===== config.mk =====
export PLATFORM = sky130hd
export DESIGN_NAME = bfs_dual_queue
export DESIGN_NICKNAME = d
export VERILOG_FILES = /design/src/core/bfs_pkg.sv /design/src/core/bfs_dual_queue.sv /design/src/core/bfs_queue.sv
export SDC_FILE = /design/constraint.sdc
export NUM_CORES = 2
export LEC_CHECK = 0
export BUFFER_PORTS_ARGS = -buffer_cell sky130_fd_sc_hd__buf_2
export CAP_MARGIN = 20
export CORE_MARGIN = 8
export CORE_UTILIZATION = 45
export CTS_BUF_LIST = sky130_fd_sc_hd__clkbuf_2
export CTS_CLUSTER_DIAMETER = 40
export CTS_CLUSTER_SIZE = 28
export DETAILED_ROUTE_END_ITERATION = 7
export GPL_ROUTABILITY_DRIVEN = 0
export PLACE_DENSITY = 0.7
export SYNTH_ARGS = -nofsm -noshare
export SYNTH_HDL_FRONTEND = slang
export SYNTH_MEMORY_MAX_BITS = 65536
export SYNTH_SLANG_ARGS = --single-unit

===== constraint.sdc =====
create_clock -name mclk -period 7.15 [get_ports mclk]
set_input_delay 1.0725 -clock mclk [delete_from_list [all_inputs] [get_ports mclk]]
set_output_delay 1.0725 -clock mclk [all_outputs]
set_load 0.02 [all_outputs]

===== src/core/bfs_pkg.sv =====
// shared constants and types for the dual queue block
package bfs_pkg;
  // ----------------------------------------
  // storage geometry
  // ----------------------------------------
  localparam int DEPTH = 64; // long words per queue
  localparam int WORD_W = 36; // long word width
  localparam int CNT_W = 7; // occupancy counter width
  // ----------------------------------------
  // register map and reset values
  // ----------------------------------------
  localparam logic [7:0] CTRL_OFFS = 8'h00; // almost-empty / almost-full offsets
  localparam logic [7:0] STAT_OFFS = 8'h04; // counts and flags
  localparam int AE_POS = 0; // almost-empty offset field
  localparam int AF_POS = 8; // almost-full offset field
  localparam logic [5:0] AE_OFFS_RST = 6'h08;
  localparam logic [5:0] AF_OFFS_RST = 6'h08;
  localparam logic [1:0] RESP_OKAY = 2'h0;
  localparam logic [1:0] RESP_SLVERR = 2'h2;
  // ----------------------------------------
  // port b sizing
  // ----------------------------------------
  localparam logic [1:0] SUB_WORD_LAST = 2'h1; // second word ends a long word
  localparam logic [1:0] SUB_BYTE_LAST = 2'h3; // fourth byte ends a long word
  typedef enum logic [1:0] {
    SZ_LONG = 2'b00,
    SZ_BYTE = 2'b01,
    SZ_WORD = 2'b10,
    SZ_MAIL = 2'b11
  } bfs_size_t;
  // port control pins travelling together
  typedef struct packed {
    logic selectN; // low selects the port
    logic writeNotRead; // high writes
    logic mailboxSelect; // high addresses the mailbox
  } bfs_ctl_t;
endpackage


===== src/core/bfs_dual_queue.sv =====
// two opposite queues with port b sizing, byte swap and per-port flags
//
// Notes on behaviour
// RULE1 - byte reads follow swap order per endian lane
// RULE2 - right empty rises next right edge after write
// RULE3 - right empty falls on last sub-read
// RULE4 - left empty rises next left edge after write
// RULE5 - partial right writes count only when complete
// RULE6 - left full rises next left edge after read
// RULE7 - right full falls on completing sub-write
// RULE8 - right full rises next right edge after read
// RULE9 - right almost-empty rises next right edge
// RULE10 - right almost-empty falls on completing sub-read
// RULE11 - left almost-empty rises next left edge
// RULE12 - left almost-full rises next left edge
// RULE13 - right almost-full rises next right edge
// RULE14 - right almost-full falls only on completion
// RULE15 - a-to-b queue access codes per port
// RULE16 - b-to-a queue access codes per port
// RULE17 - both size selects low mean long word
// RULE18 - right parity passes through when generation off
// RULE19 - left parity passes through when generation off
// RULE20 - both size selects high write the mailbox
// RULE21 - unused right lanes hold last output
// RULE22 - flags active low, change on own port edge
`timescale 1ns/1ns
module bfs_dual_queue (
  // clock and reset
  input wire logic mclk,
  input wire logic sys_rst,
  // left port
  input wire logic left_port_clock,
  input wire bfs_pkg::bfs_ctl_t leftCtl,
  input wire logic left_parity_gen_en,
  input wire logic [35:0] leftDataIn,
  output logic [35:0] leftDataOut,
  output logic left_empty_n,
  output logic left_full_n,
  output logic left_almost_empty_n,
  output logic left_almost_full_n,
  // right port
  input wire logic right_port_clock,
  input wire bfs_pkg::bfs_ctl_t rightCtl,
  input wire logic right_size_sel_lo,
  input wire logic right_size_sel_hi,
  input wire logic swap_sel_lo,
  input wire logic swap_sel_hi,
  input wire logic rightBigEndian,
  input wire logic right_parity_gen_en,
  input wire logic [35:0] rightDataIn,
  output logic [35:0] rightDataOut,
  output logic right_empty_n,
  output logic right_full_n,
  output logic right_almost_empty_n,
  output logic right_almost_full_n,
  // axi4-lite slave
  input wire logic [7:0] s_axi_awaddr,
  input wire logic s_axi_awvalid,
  output logic s_axi_awready,
  input wire logic [31:0] s_axi_wdata,
  input wire logic [3:0] s_axi_wstrb,
  input wire logic s_axi_wvalid,
  output logic s_axi_wready,
  output logic [1:0] s_axi_bresp,
  output logic s_axi_bvalid,
  input wire logic s_axi_bready,
  input wire logic [7:0] s_axi_araddr,
  input wire logic s_axi_arvalid,
  output logic s_axi_arready,
  output logic [31:0] s_axi_rdata,
  output logic [1:0] s_axi_rresp,
  output logic s_axi_rvalid,
  input wire logic s_axi_rready
);
  localparam logic [bfs_pkg::CNT_W-1:0] FULL_CNT = bfs_pkg::CNT_W'(bfs_pkg::DEPTH);

  // ----------------------------------------
  // helpers
  // ----------------------------------------
  // byte order swap; every mode is its own inverse, so writes reuse it
  function automatic logic [35:0] swapLong(input logic [35:0] d, input logic [1:0] sel);
    unique case (sel)
      2'b00: swapLong = d;
      2'b01: swapLong = {d[8:0], d[17:9], d[26:18], d[35:27]};
      2'b10: swapLong = {d[17:0], d[35:18]};
      2'b11: swapLong = {d[26:18], d[35:27], d[8:0], d[17:9]};
    endcase
  endfunction

  // odd parity into bit 8 of each byte when enabled, else bits as stored
  function automatic logic [35:0] parGen(input logic [35:0] d, input logic en);
    logic [35:0] r;
    r = d;
    for (int i = 0; i < 4; i++) begin
      if (en) begin
        r[9*i+8] = ~^d[9*i +: 8];
      end
    end
    return r;
  endfunction

  // ----------------------------------------
  // decode
  // ----------------------------------------
  bfs_pkg::bfs_size_t rightSize; // port b bus size
  logic [1:0] swapSel; // port b swap mode
  logic [1:0] rdSub_reg; // sub-read index within a long word
  logic [1:0] wrSub_reg; // sub-write index within a long word
  logic [35:0] wrAsm_reg; // partial long word from port b
  logic [35:0] wrAsm_next;
  logic rdLast, wrLast; // sub-transfer ends the long word
  logic aSel, aPush, aPop, aMbWr, aMbRd; // left port actions
  logic bSel, bMail, bRdStep, bWrStep, bPush, bPop, bMbWr, bMbRd; // right port actions
  logic [35:0] abHead, baHead; // queue heads
  logic [bfs_pkg::CNT_W-1:0] abCount, baCount; // queue occupancy
  logic [35:0] abMail_reg, baMail_reg; // mailboxes
  logic [35:0] bSwapped; // swapped and parity-handled a-to-b head
  logic [8:0] bByte; // byte piece for this sub-read
  logic [17:0] bWord; // word piece for this sub-read
  logic [5:0] aeOffs_reg, afOffs_reg; // almost thresholds

  assign rightSize = bfs_pkg::bfs_size_t'({right_size_sel_hi, right_size_sel_lo}); // RULE17
  assign swapSel = {swap_sel_hi, swap_sel_lo};
  // left port gated by its own edge and select; queue accesses also by their flag
  assign aSel = left_port_clock & ~leftCtl.selectN;
  assign aPush = aSel & leftCtl.writeNotRead & ~leftCtl.mailboxSelect & left_full_n; // RULE15
  assign aPop = aSel & ~leftCtl.writeNotRead & ~leftCtl.mailboxSelect & left_empty_n; // RULE16
  assign aMbWr = aSel & leftCtl.writeNotRead & leftCtl.mailboxSelect;
  assign aMbRd = aSel & ~leftCtl.writeNotRead & leftCtl.mailboxSelect;
  // right port: size code 11 also routes to the mailbox
  assign bSel = right_port_clock & ~rightCtl.selectN;
  assign bMail = rightCtl.mailboxSelect | (rightSize == bfs_pkg::SZ_MAIL); // RULE20
  assign bRdStep = bSel & ~rightCtl.writeNotRead & ~bMail & right_empty_n; // RULE15
  assign bWrStep = bSel & rightCtl.writeNotRead & ~bMail & right_full_n; // RULE16
  assign bMbWr = bSel & rightCtl.writeNotRead & bMail;
  assign bMbRd = bSel & ~rightCtl.writeNotRead & bMail;
  assign rdLast = (rightSize == bfs_pkg::SZ_LONG) ||
                  (rightSize == bfs_pkg::SZ_WORD && rdSub_reg == bfs_pkg::SUB_WORD_LAST) ||
                  (rightSize == bfs_pkg::SZ_BYTE && rdSub_reg == bfs_pkg::SUB_BYTE_LAST);
  assign wrLast = (rightSize == bfs_pkg::SZ_LONG) ||
                  (rightSize == bfs_pkg::SZ_WORD && wrSub_reg == bfs_pkg::SUB_WORD_LAST) ||
                  (rightSize == bfs_pkg::SZ_BYTE && wrSub_reg == bfs_pkg::SUB_BYTE_LAST);
  // the queue only moves when a long word completes
  assign bPop = bRdStep & rdLast; // RULE3 RULE10
  assign bPush = bWrStep & wrLast; // RULE5 RULE7 RULE14

  // ----------------------------------------
  // queues
  // ----------------------------------------
  bfs_queue #(.WIDTH(bfs_pkg::WORD_W), .DEPTH(bfs_pkg::DEPTH), .CNT_W(bfs_pkg::CNT_W)) uAtoB (
    .clk(mclk),
    .rst(sys_rst),
    .push(aPush),
    .pushData(leftDataIn),
    .pop(bPop),
    .headData(abHead),
    .count(abCount)
  );

  bfs_queue #(.WIDTH(bfs_pkg::WORD_W), .DEPTH(bfs_pkg::DEPTH), .CNT_W(bfs_pkg::CNT_W)) uBtoA (
    .clk(mclk),
    .rst(sys_rst),
    .push(bPush),
    .pushData(swapLong(wrAsm_next, swapSel)),
    .pop(aPop),
    .headData(baHead),
    .count(baCount)
  );

  // ----------------------------------------
  // port b sub-word handling
  // ----------------------------------------
  // big-endian takes pieces from the top lanes, little-endian from the bottom
  assign bSwapped = parGen(swapLong(abHead, swapSel), right_parity_gen_en); // RULE1 RULE18
  assign bByte = bSwapped[(rightBigEndian ? 27 - 9 * int'(rdSub_reg) : 9 * int'(rdSub_reg)) +: 9]; // RULE1
  assign bWord = bSwapped[(rightBigEndian ? 18 - 18 * int'(rdSub_reg[0]) : 18 * int'(rdSub_reg[0])) +: 18];

  // place the incoming piece into the long word being built
  always_comb begin
    wrAsm_next = wrAsm_reg;
    unique case (rightSize)
      bfs_pkg::SZ_BYTE: begin
        wrAsm_next[(rightBigEndian ? 27 - 9 * int'(wrSub_reg) : 9 * int'(wrSub_reg)) +: 9] =
          rightBigEndian ? rightDataIn[35:27] : rightDataIn[8:0];
      end
      bfs_pkg::SZ_WORD: begin
        wrAsm_next[(rightBigEndian ? 18 - 18 * int'(wrSub_reg[0]) : 18 * int'(wrSub_reg[0])) +: 18] =
          rightBigEndian ? rightDataIn[35:18] : rightDataIn[17:0];
      end
      default: begin
        wrAsm_next = rightDataIn;
      end
    endcase
  end

  // sub-transfer counters restart after each completed long word
  always_ff @(posedge mclk) begin
    if (sys_rst) begin
      rdSub_reg <= 2'h0;
      wrSub_reg <= 2'h0;
      wrAsm_reg <= 36'h0;
    end else begin
      if (bRdStep) begin
        rdSub_reg <= rdLast ? 2'h0 : rdSub_reg + 2'h1;
      end
      if (bWrStep) begin
        wrSub_reg <= wrLast ? 2'h0 : wrSub_reg + 2'h1;
        wrAsm_reg <= wrAsm_next;
      end
    end
  end

  // ----------------------------------------
  // read data and mailboxes
  // ----------------------------------------
  // right output: unused lanes keep their last value on partial reads
  always_ff @(posedge mclk) begin
    if (sys_rst) begin
      rightDataOut <= 36'h0;
    end else if (bRdStep) begin
      unique case (rightSize)
        bfs_pkg::SZ_BYTE: begin
          if (rightBigEndian) begin
            rightDataOut[35:27] <= bByte; // RULE21
          end else begin
            rightDataOut[8:0] <= bByte;
          end
        end
        bfs_pkg::SZ_WORD: begin
          if (rightBigEndian) begin
            rightDataOut[35:18] <= bWord; // RULE21
          end else begin
            rightDataOut[17:0] <= bWord;
          end
        end
        default: begin
          rightDataOut <= bSwapped;
        end
      endcase
    end else if (bMbRd) begin
      rightDataOut <= parGen(abMail_reg, right_parity_gen_en);
    end
  end

  // left output from the b-to-a queue or mailbox
  always_ff @(posedge mclk) begin
    if (sys_rst) begin
      leftDataOut <= 36'h0;
    end else if (aPop) begin
      leftDataOut <= parGen(baHead, left_parity_gen_en); // RULE19
    end else if (aMbRd) begin
      leftDataOut <= parGen(baMail_reg, left_parity_gen_en);
    end
  end

  // mailbox registers
  always_ff @(posedge mclk) begin
    if (sys_rst) begin
      abMail_reg <= 36'h0;
      baMail_reg <= 36'h0;
    end else begin
      if (aMbWr) begin
        abMail_reg <= leftDataIn;
      end
      if (bMbWr) begin
        baMail_reg <= rightDataIn; // RULE20
      end
    end
  end

  // ----------------------------------------
  // flags
  // ----------------------------------------
  // each flag samples occupancy at its own port edge; a far-side move that
  // lands on the same cycle shows one port cycle later
  always_ff @(posedge mclk) begin
    if (sys_rst) begin
      left_empty_n <= 1'b0;
      left_almost_empty_n <= 1'b0;
      left_full_n <= 1'b1;
      left_almost_full_n <= 1'b1;
    end else if (left_port_clock) begin // RULE22
      left_empty_n <= (baCount - bfs_pkg::CNT_W'(aPop)) != '0; // RULE4
      left_almost_empty_n <= (baCount - bfs_pkg::CNT_W'(aPop)) > bfs_pkg::CNT_W'(aeOffs_reg); // RULE11
      left_full_n <= (abCount + bfs_pkg::CNT_W'(aPush)) != FULL_CNT; // RULE6
      left_almost_full_n <= (abCount + bfs_pkg::CNT_W'(aPush)) <
                            FULL_CNT - bfs_pkg::CNT_W'(afOffs_reg); // RULE12
    end
  end

  always_ff @(posedge mclk) begin
    if (sys_rst) begin
      right_empty_n <= 1'b0;
      right_almost_empty_n <= 1'b0;
      right_full_n <= 1'b1;
      right_almost_full_n <= 1'b1;
    end else if (right_port_clock) begin // RULE22
      right_empty_n <= (abCount - bfs_pkg::CNT_W'(bPop)) != '0; // RULE2 RULE3
      right_almost_empty_n <= (abCount - bfs_pkg::CNT_W'(bPop)) > bfs_pkg::CNT_W'(aeOffs_reg); // RULE9 RULE10
      right_full_n <= (baCount + bfs_pkg::CNT_W'(bPush)) != FULL_CNT; // RULE7 RULE8
      right_almost_full_n <= (baCount + bfs_pkg::CNT_W'(bPush)) <
                             FULL_CNT - bfs_pkg::CNT_W'(afOffs_reg); // RULE13 RULE14
    end
  end

  // ----------------------------------------
  // axi4-lite slave
  // ----------------------------------------
  logic awHeld_reg, wHeld_reg; // address or data taken, waiting for the other
  logic [7:0] awAddr_reg;
  logic [31:0] wData_reg;
  logic [3:0] wStrb_reg;
  logic [31:0] statWord; // live status view

  assign statWord = {8'h00, left_empty_n, left_full_n, left_almost_empty_n, left_almost_full_n,
                     right_empty_n, right_full_n, right_almost_empty_n, right_almost_full_n,
                     1'b0, baCount, 1'b0, abCount};

  // write path: address and data in either order, answer after both
  always_ff @(posedge mclk) begin
    if (sys_rst) begin
      awHeld_reg <= 1'b0;
      wHeld_reg <= 1'b0;
      awAddr_reg <= 8'h00;
      wData_reg <= 32'h0;
      wStrb_reg <= 4'h0;
      s_axi_awready <= 1'b1;
      s_axi_wready <= 1'b1;
      s_axi_bvalid <= 1'b0;
      s_axi_bresp <= bfs_pkg::RESP_OKAY;
      aeOffs_reg <= bfs_pkg::AE_OFFS_RST;
      afOffs_reg <= bfs_pkg::AF_OFFS_RST;
    end else begin
      if (s_axi_awvalid && s_axi_awready) begin
        awAddr_reg <= s_axi_awaddr;
        awHeld_reg <= 1'b1;
        s_axi_awready <= 1'b0;
      end
      if (s_axi_wvalid && s_axi_wready) begin
        wData_reg <= s_axi_wdata;
        wStrb_reg <= s_axi_wstrb;
        wHeld_reg <= 1'b1;
        s_axi_wready <= 1'b0;
      end
      if (awHeld_reg && wHeld_reg && !s_axi_bvalid) begin
        awHeld_reg <= 1'b0;
        wHeld_reg <= 1'b0;
        s_axi_bvalid <= 1'b1;
        if (awAddr_reg == bfs_pkg::CTRL_OFFS) begin
          s_axi_bresp <= bfs_pkg::RESP_OKAY;
          if (wStrb_reg[0]) begin
            aeOffs_reg <= wData_reg[bfs_pkg::AE_POS +: 6];
          end
          if (wStrb_reg[1]) begin
            afOffs_reg <= wData_reg[bfs_pkg::AF_POS +: 6];
          end
        end else if (awAddr_reg == bfs_pkg::STAT_OFFS) begin
          s_axi_bresp <= bfs_pkg::RESP_OKAY; // status ignores writes
        end else begin
          s_axi_bresp <= bfs_pkg::RESP_SLVERR;
        end
      end
      if (s_axi_bvalid && s_axi_bready) begin
        s_axi_bvalid <= 1'b0;
        s_axi_awready <= 1'b1;
        s_axi_wready <= 1'b1;
      end
    end
  end

  // read path: one read at a time, answer the cycle after the address
  always_ff @(posedge mclk) begin
    if (sys_rst) begin
      s_axi_arready <= 1'b1;
      s_axi_rvalid <= 1'b0;
      s_axi_rdata <= 32'h0;
      s_axi_rresp <= bfs_pkg::RESP_OKAY;
    end else if (s_axi_arvalid && s_axi_arready) begin
      s_axi_arready <= 1'b0;
      s_axi_rvalid <= 1'b1;
      if (s_axi_araddr == bfs_pkg::CTRL_OFFS) begin
        s_axi_rdata <= {18'h0, afOffs_reg, 2'h0, aeOffs_reg};
        s_axi_rresp <= bfs_pkg::RESP_OKAY;
      end else if (s_axi_araddr == bfs_pkg::STAT_OFFS) begin
        s_axi_rdata <= statWord;
        s_axi_rresp <= bfs_pkg::RESP_OKAY;
      end else begin
        s_axi_rdata <= 32'h0;
        s_axi_rresp <= bfs_pkg::RESP_SLVERR;
      end
    end else if (s_axi_rvalid && s_axi_rready) begin
      s_axi_rvalid <= 1'b0;
      s_axi_arready <= 1'b1;
    end
  end
endmodule


===== src/core/bfs_queue.sv =====
// one long-word queue with occupancy count
`timescale 1ns/1ns
module bfs_queue #(
  parameter int WIDTH = 36,
  parameter int DEPTH = 64,
  parameter int CNT_W = 7
) (
  // clock and reset
  input wire logic clk,
  input wire logic rst,
  // fill side
  input wire logic push,
  input wire logic [WIDTH-1:0] pushData,
  // drain side
  input wire logic pop,
  output logic [WIDTH-1:0] headData,
  output logic [CNT_W-1:0] count
);
  localparam int ADDR_W = $clog2(DEPTH);
  logic [WIDTH-1:0] mem [DEPTH]; // storage, depth must be a power of two
  logic [ADDR_W-1:0] wrPtr_reg; // next slot to fill
  logic [ADDR_W-1:0] rdPtr_reg; // oldest slot
  logic [CNT_W-1:0] count_reg; // words held

  // ----------------------------------------
  // storage and pointers
  // ----------------------------------------
  // writes never reach a full queue, the caller gates them
  always_ff @(posedge clk) begin
    if (push) begin
      mem[wrPtr_reg] <= pushData;
    end
  end

  always_ff @(posedge clk) begin
    if (rst) begin
      wrPtr_reg <= '0;
      rdPtr_reg <= '0;
      count_reg <= '0;
    end else begin
      if (push) begin
        wrPtr_reg <= wrPtr_reg + 1'b1;
      end
      if (pop) begin
        rdPtr_reg <= rdPtr_reg + 1'b1;
      end
      count_reg <= CNT_W'(count_reg + CNT_W'(push) - CNT_W'(pop));
    end
  end

  assign headData = mem[rdPtr_reg];
  assign count = count_reg;
endmodule


==> results.toml <==
[run_status]
status = "finished with violations"
failed_checks = "design-rule violations"

[yosys]
synthArstFlopShare_pct = 0
synthDistinctLibCells = 90
ys.warnings.count = 0
yosysSeqAreaShare_pct = 73.7
syn_area_um2 = 196000
ys.flop_type = "edfxtp_1"
synth_cells = 9931
synth_area_leaders = "edfxtp_1, mux4_2, dfxtp_1, mux2i_1, nand2_1"
synth_top_area_cell = "edfxtp_1"
synth_edf_count = 4608
post-synth-top-area-fraction_pct = 70.6
postSynthAreaPerCell_um2 = 19.7
synth.ff_latch_count = 4915

[floorplanning]
die_w_um = 676
die_h_um = 676
io-pin-count = 267
coreArea_um2 = 434000
fp-row-count = 242
design.die.area_um2 = 457000
start_util_pct = 45.2

[routing]
first_pass_iters = 8
drt_iter0_markers = 17400
wl_per_cell_um = 32.7
viasPerCell = 6.32
drc_errors = 5
via_count = 108000
drt-total-wl_mm = 557
antenna_left = 0

[power]
swShare_pct = 24.8
combPwrFrac_pct = 4.5
power.leakage_nw = 66.0
p_int_mw = 36.9
peakVddDrop_uv = 132
switching_power_mw = 12.2
seqPwrFrac_pct = 65.2
clkPwrFrac_pct = 30.3
power_density_nw_per_um2 = 226

[grt]
grt_pass1_vias = 104000
grt_pass1_wl_mm = 776
grt-ovfl-total = 0
grt_max_degree = 151
grtUsageTotal_pct = 23.6
antenna_found_initial = 66

[final_layout]
reg.largest.list = "uAtoB.mem: 2304 flops, uBtoA.mem: 2304 flops"
fin_area_um2 = 217000
multi_input_area_um2 = 49600
layout.nets = 11000
finalNonFillerCells = 17000
drive_above_1_share_pct = 27.0
syn2layout_area_growth_pct = 10.9
mostFrequentLayoutCell = "edfxtp_1"
nFillCells = 34100
ff_latch_area_um2 = 145000
final_cell_mix = "edfxtp_1, mux4_2, nand2_1"

[sta]
final.setup_skew_ns = 0.203
setup_tns_ns = 0
period_needed_ns = 6.60
drv_slew = 0
setup_ws_ns = 0.551
hold_violations = 0
fmax_ghz = 0.152
worst_hold_slack_ns = 0.183
post-route-period-util_pct = 92.3
tightestPinTransition_ns = 1.22
setup_viol = 0
relSlewSlack_pct = 18.5
rsz0062_at_grt = "false"

[clock_network]
cts_made_buffers = 471
ctsHtreeMaxLevel = 5
cts.sinks = 4915
post-cts-setup-buffers = 0
cts_root_buf = "clkbuf_2"
cts_resized = 0
holdBufCountCts = 382
cts_tree = "done"
clockBufferDepth = 4
cts.clk_slew.worst_paths_ns = 0.25
worstSkewPairLatency_ns = 2.23

[setup_path]
crit_path_max_incr_delay_ns = 0.98
path_cells = "buf_4 > nand2b_1 > o22ai_1 > a211oi_1 > o22ai_1 > nand2_1 > xor2_1 > mux4_2 > xnor2_1 > xnor3_1 > o21ai_2 > buf_4 > nor2_1 > o2111ai_2 > a211oi_1 > dlygate4sd3_1"
cpMaxStageDelayCell = "o22ai_1"
arrival_ns = 8.70
cp-start-kind = "flop"
critPathCaptureType = "flop"
path_class = "reg2reg"
critPathRequiredTime_ns = 9.25
path_max_fanout = 26

[job]
cap_violations = 0

[placement]
place_area_um2 = 206000
hpwl_mm = 327
io_buffers = 232
pre_cts_slack_ns = 0.931
placed_cells = 15700

[min_path]
hold_path_class = "in2reg"
-- layout make-up --
| cell class | instances | area share [%] |
|---|---|---|
| clock buffer | 505 | 1.16 |
| antenna | 35 | 0.0403 |
| tap | 5734 | 3.30 |
| timing repair buffer | 1031 | 4.12 |
| sequential | 4915 | 66.5 |
| inverter | 58 | 0.101 |
| multi-input combinational | 4367 | 22.8 |
| clock inverter | 387 | 1.97 |
-- power by group through the flow --
stage               logic [mW]  registers [mW]  clock network (mW)
floorplan                0.919            32.7                   0
CTS                       2.12            32.0                15.0
detailed placement        1.96            32.6                   0
global placement          1.84            32.6                   0
finish                    2.21            32.0                14.9
global route              2.31            32.0                16.0
-- synthesized netlist by cell type (42+ instances only) --
| master | n |
|---|---|
| edfxtp_1 | 4608 |
| mux4_2 | 1214 |
| nand2_1 | 543 |
| nor2_1 | 488 |
| mux2i_1 | 446 |
| a21oi_1 | 376 |
| dfxtp_1 | 307 |
| clkbuf_1 | 281 |
| xnor2_1 | 120 |
| o21ai_0 | 115 |
| buf_1 | 97 |
| a22oi_1 | 94 |
| mux2_2 | 90 |
| buf_2 | 86 |
| nand3_1 | 83 |
| a211oi_1 | 73 |
| buf_4 | 65 |
| a221oi_1 | 58 |
| o22ai_1 | 57 |
| inv_1 | 54 |
| ha_1 | 53 |
| xor2_1 | 51 |
| nor2b_1 | 49 |
| buf_6 | 42 |
-- cell families (layout without fill, tap and decap cells) --
family | after synthesis | count (layout) | share of synthesized area, %
and+or+nand+nor | 1336 | 1336 | 2.90
DFF | 4915 | 4915 | 73.7
adders and majority gates | 53 | 53 | 0.338
AOI/OAI and AO/OA | 1013 | 1013 | 3.34
muxes | 1781 | 1781 | 17.2
other | 1 | 47 | 0.00191
buffers and inverters | 660 | 1981 | 1.80
xor gates and xnor gates | 172 | 172 | 0.775
-- stage by stage --
stage | total power [mW] | utilization (%)
finish | 49.1 | 50.1
global route | 50.4 | 50.1
CTS | 49.2 | 50.0
detailed placement | 34.6 | 47.5
global placement | 34.5 | 47.5
floorplan | 33.6 | -
-- path summary, 6_finish.rpt --
path                      startpoint         endpoint  slack, ns  cells after the start
setup / recovery                flop  rightDataOut[8]       0.55                     16
hold / removal    left_parity_gen_en  leftDataOut[35]       0.18                      5
setup reg to reg                flop  rightDataOut[8]       0.55                     16
hold reg to reg      leftDataOut[21]  leftDataOut[21]       0.47                      2
-- critical path, delay by kind of cell (launching register included) --
kind            cells  cell delay, ns
compound gates      6            2.11
simple gates        3            0.73
flops               1            0.93
buf+inv             3            1.14
mux                 1            0.52
xor+xnor            3            0.97
-- routing by layer --
layer / global-route usage (%) / wire length (um)
met1: 32.4 / 205000
met2: 36.2 / 252000
met3: 6.65 / 74400
met4: 8.77 / 25000
met5: 0 / 322
(Power assumes the default switching activity.)
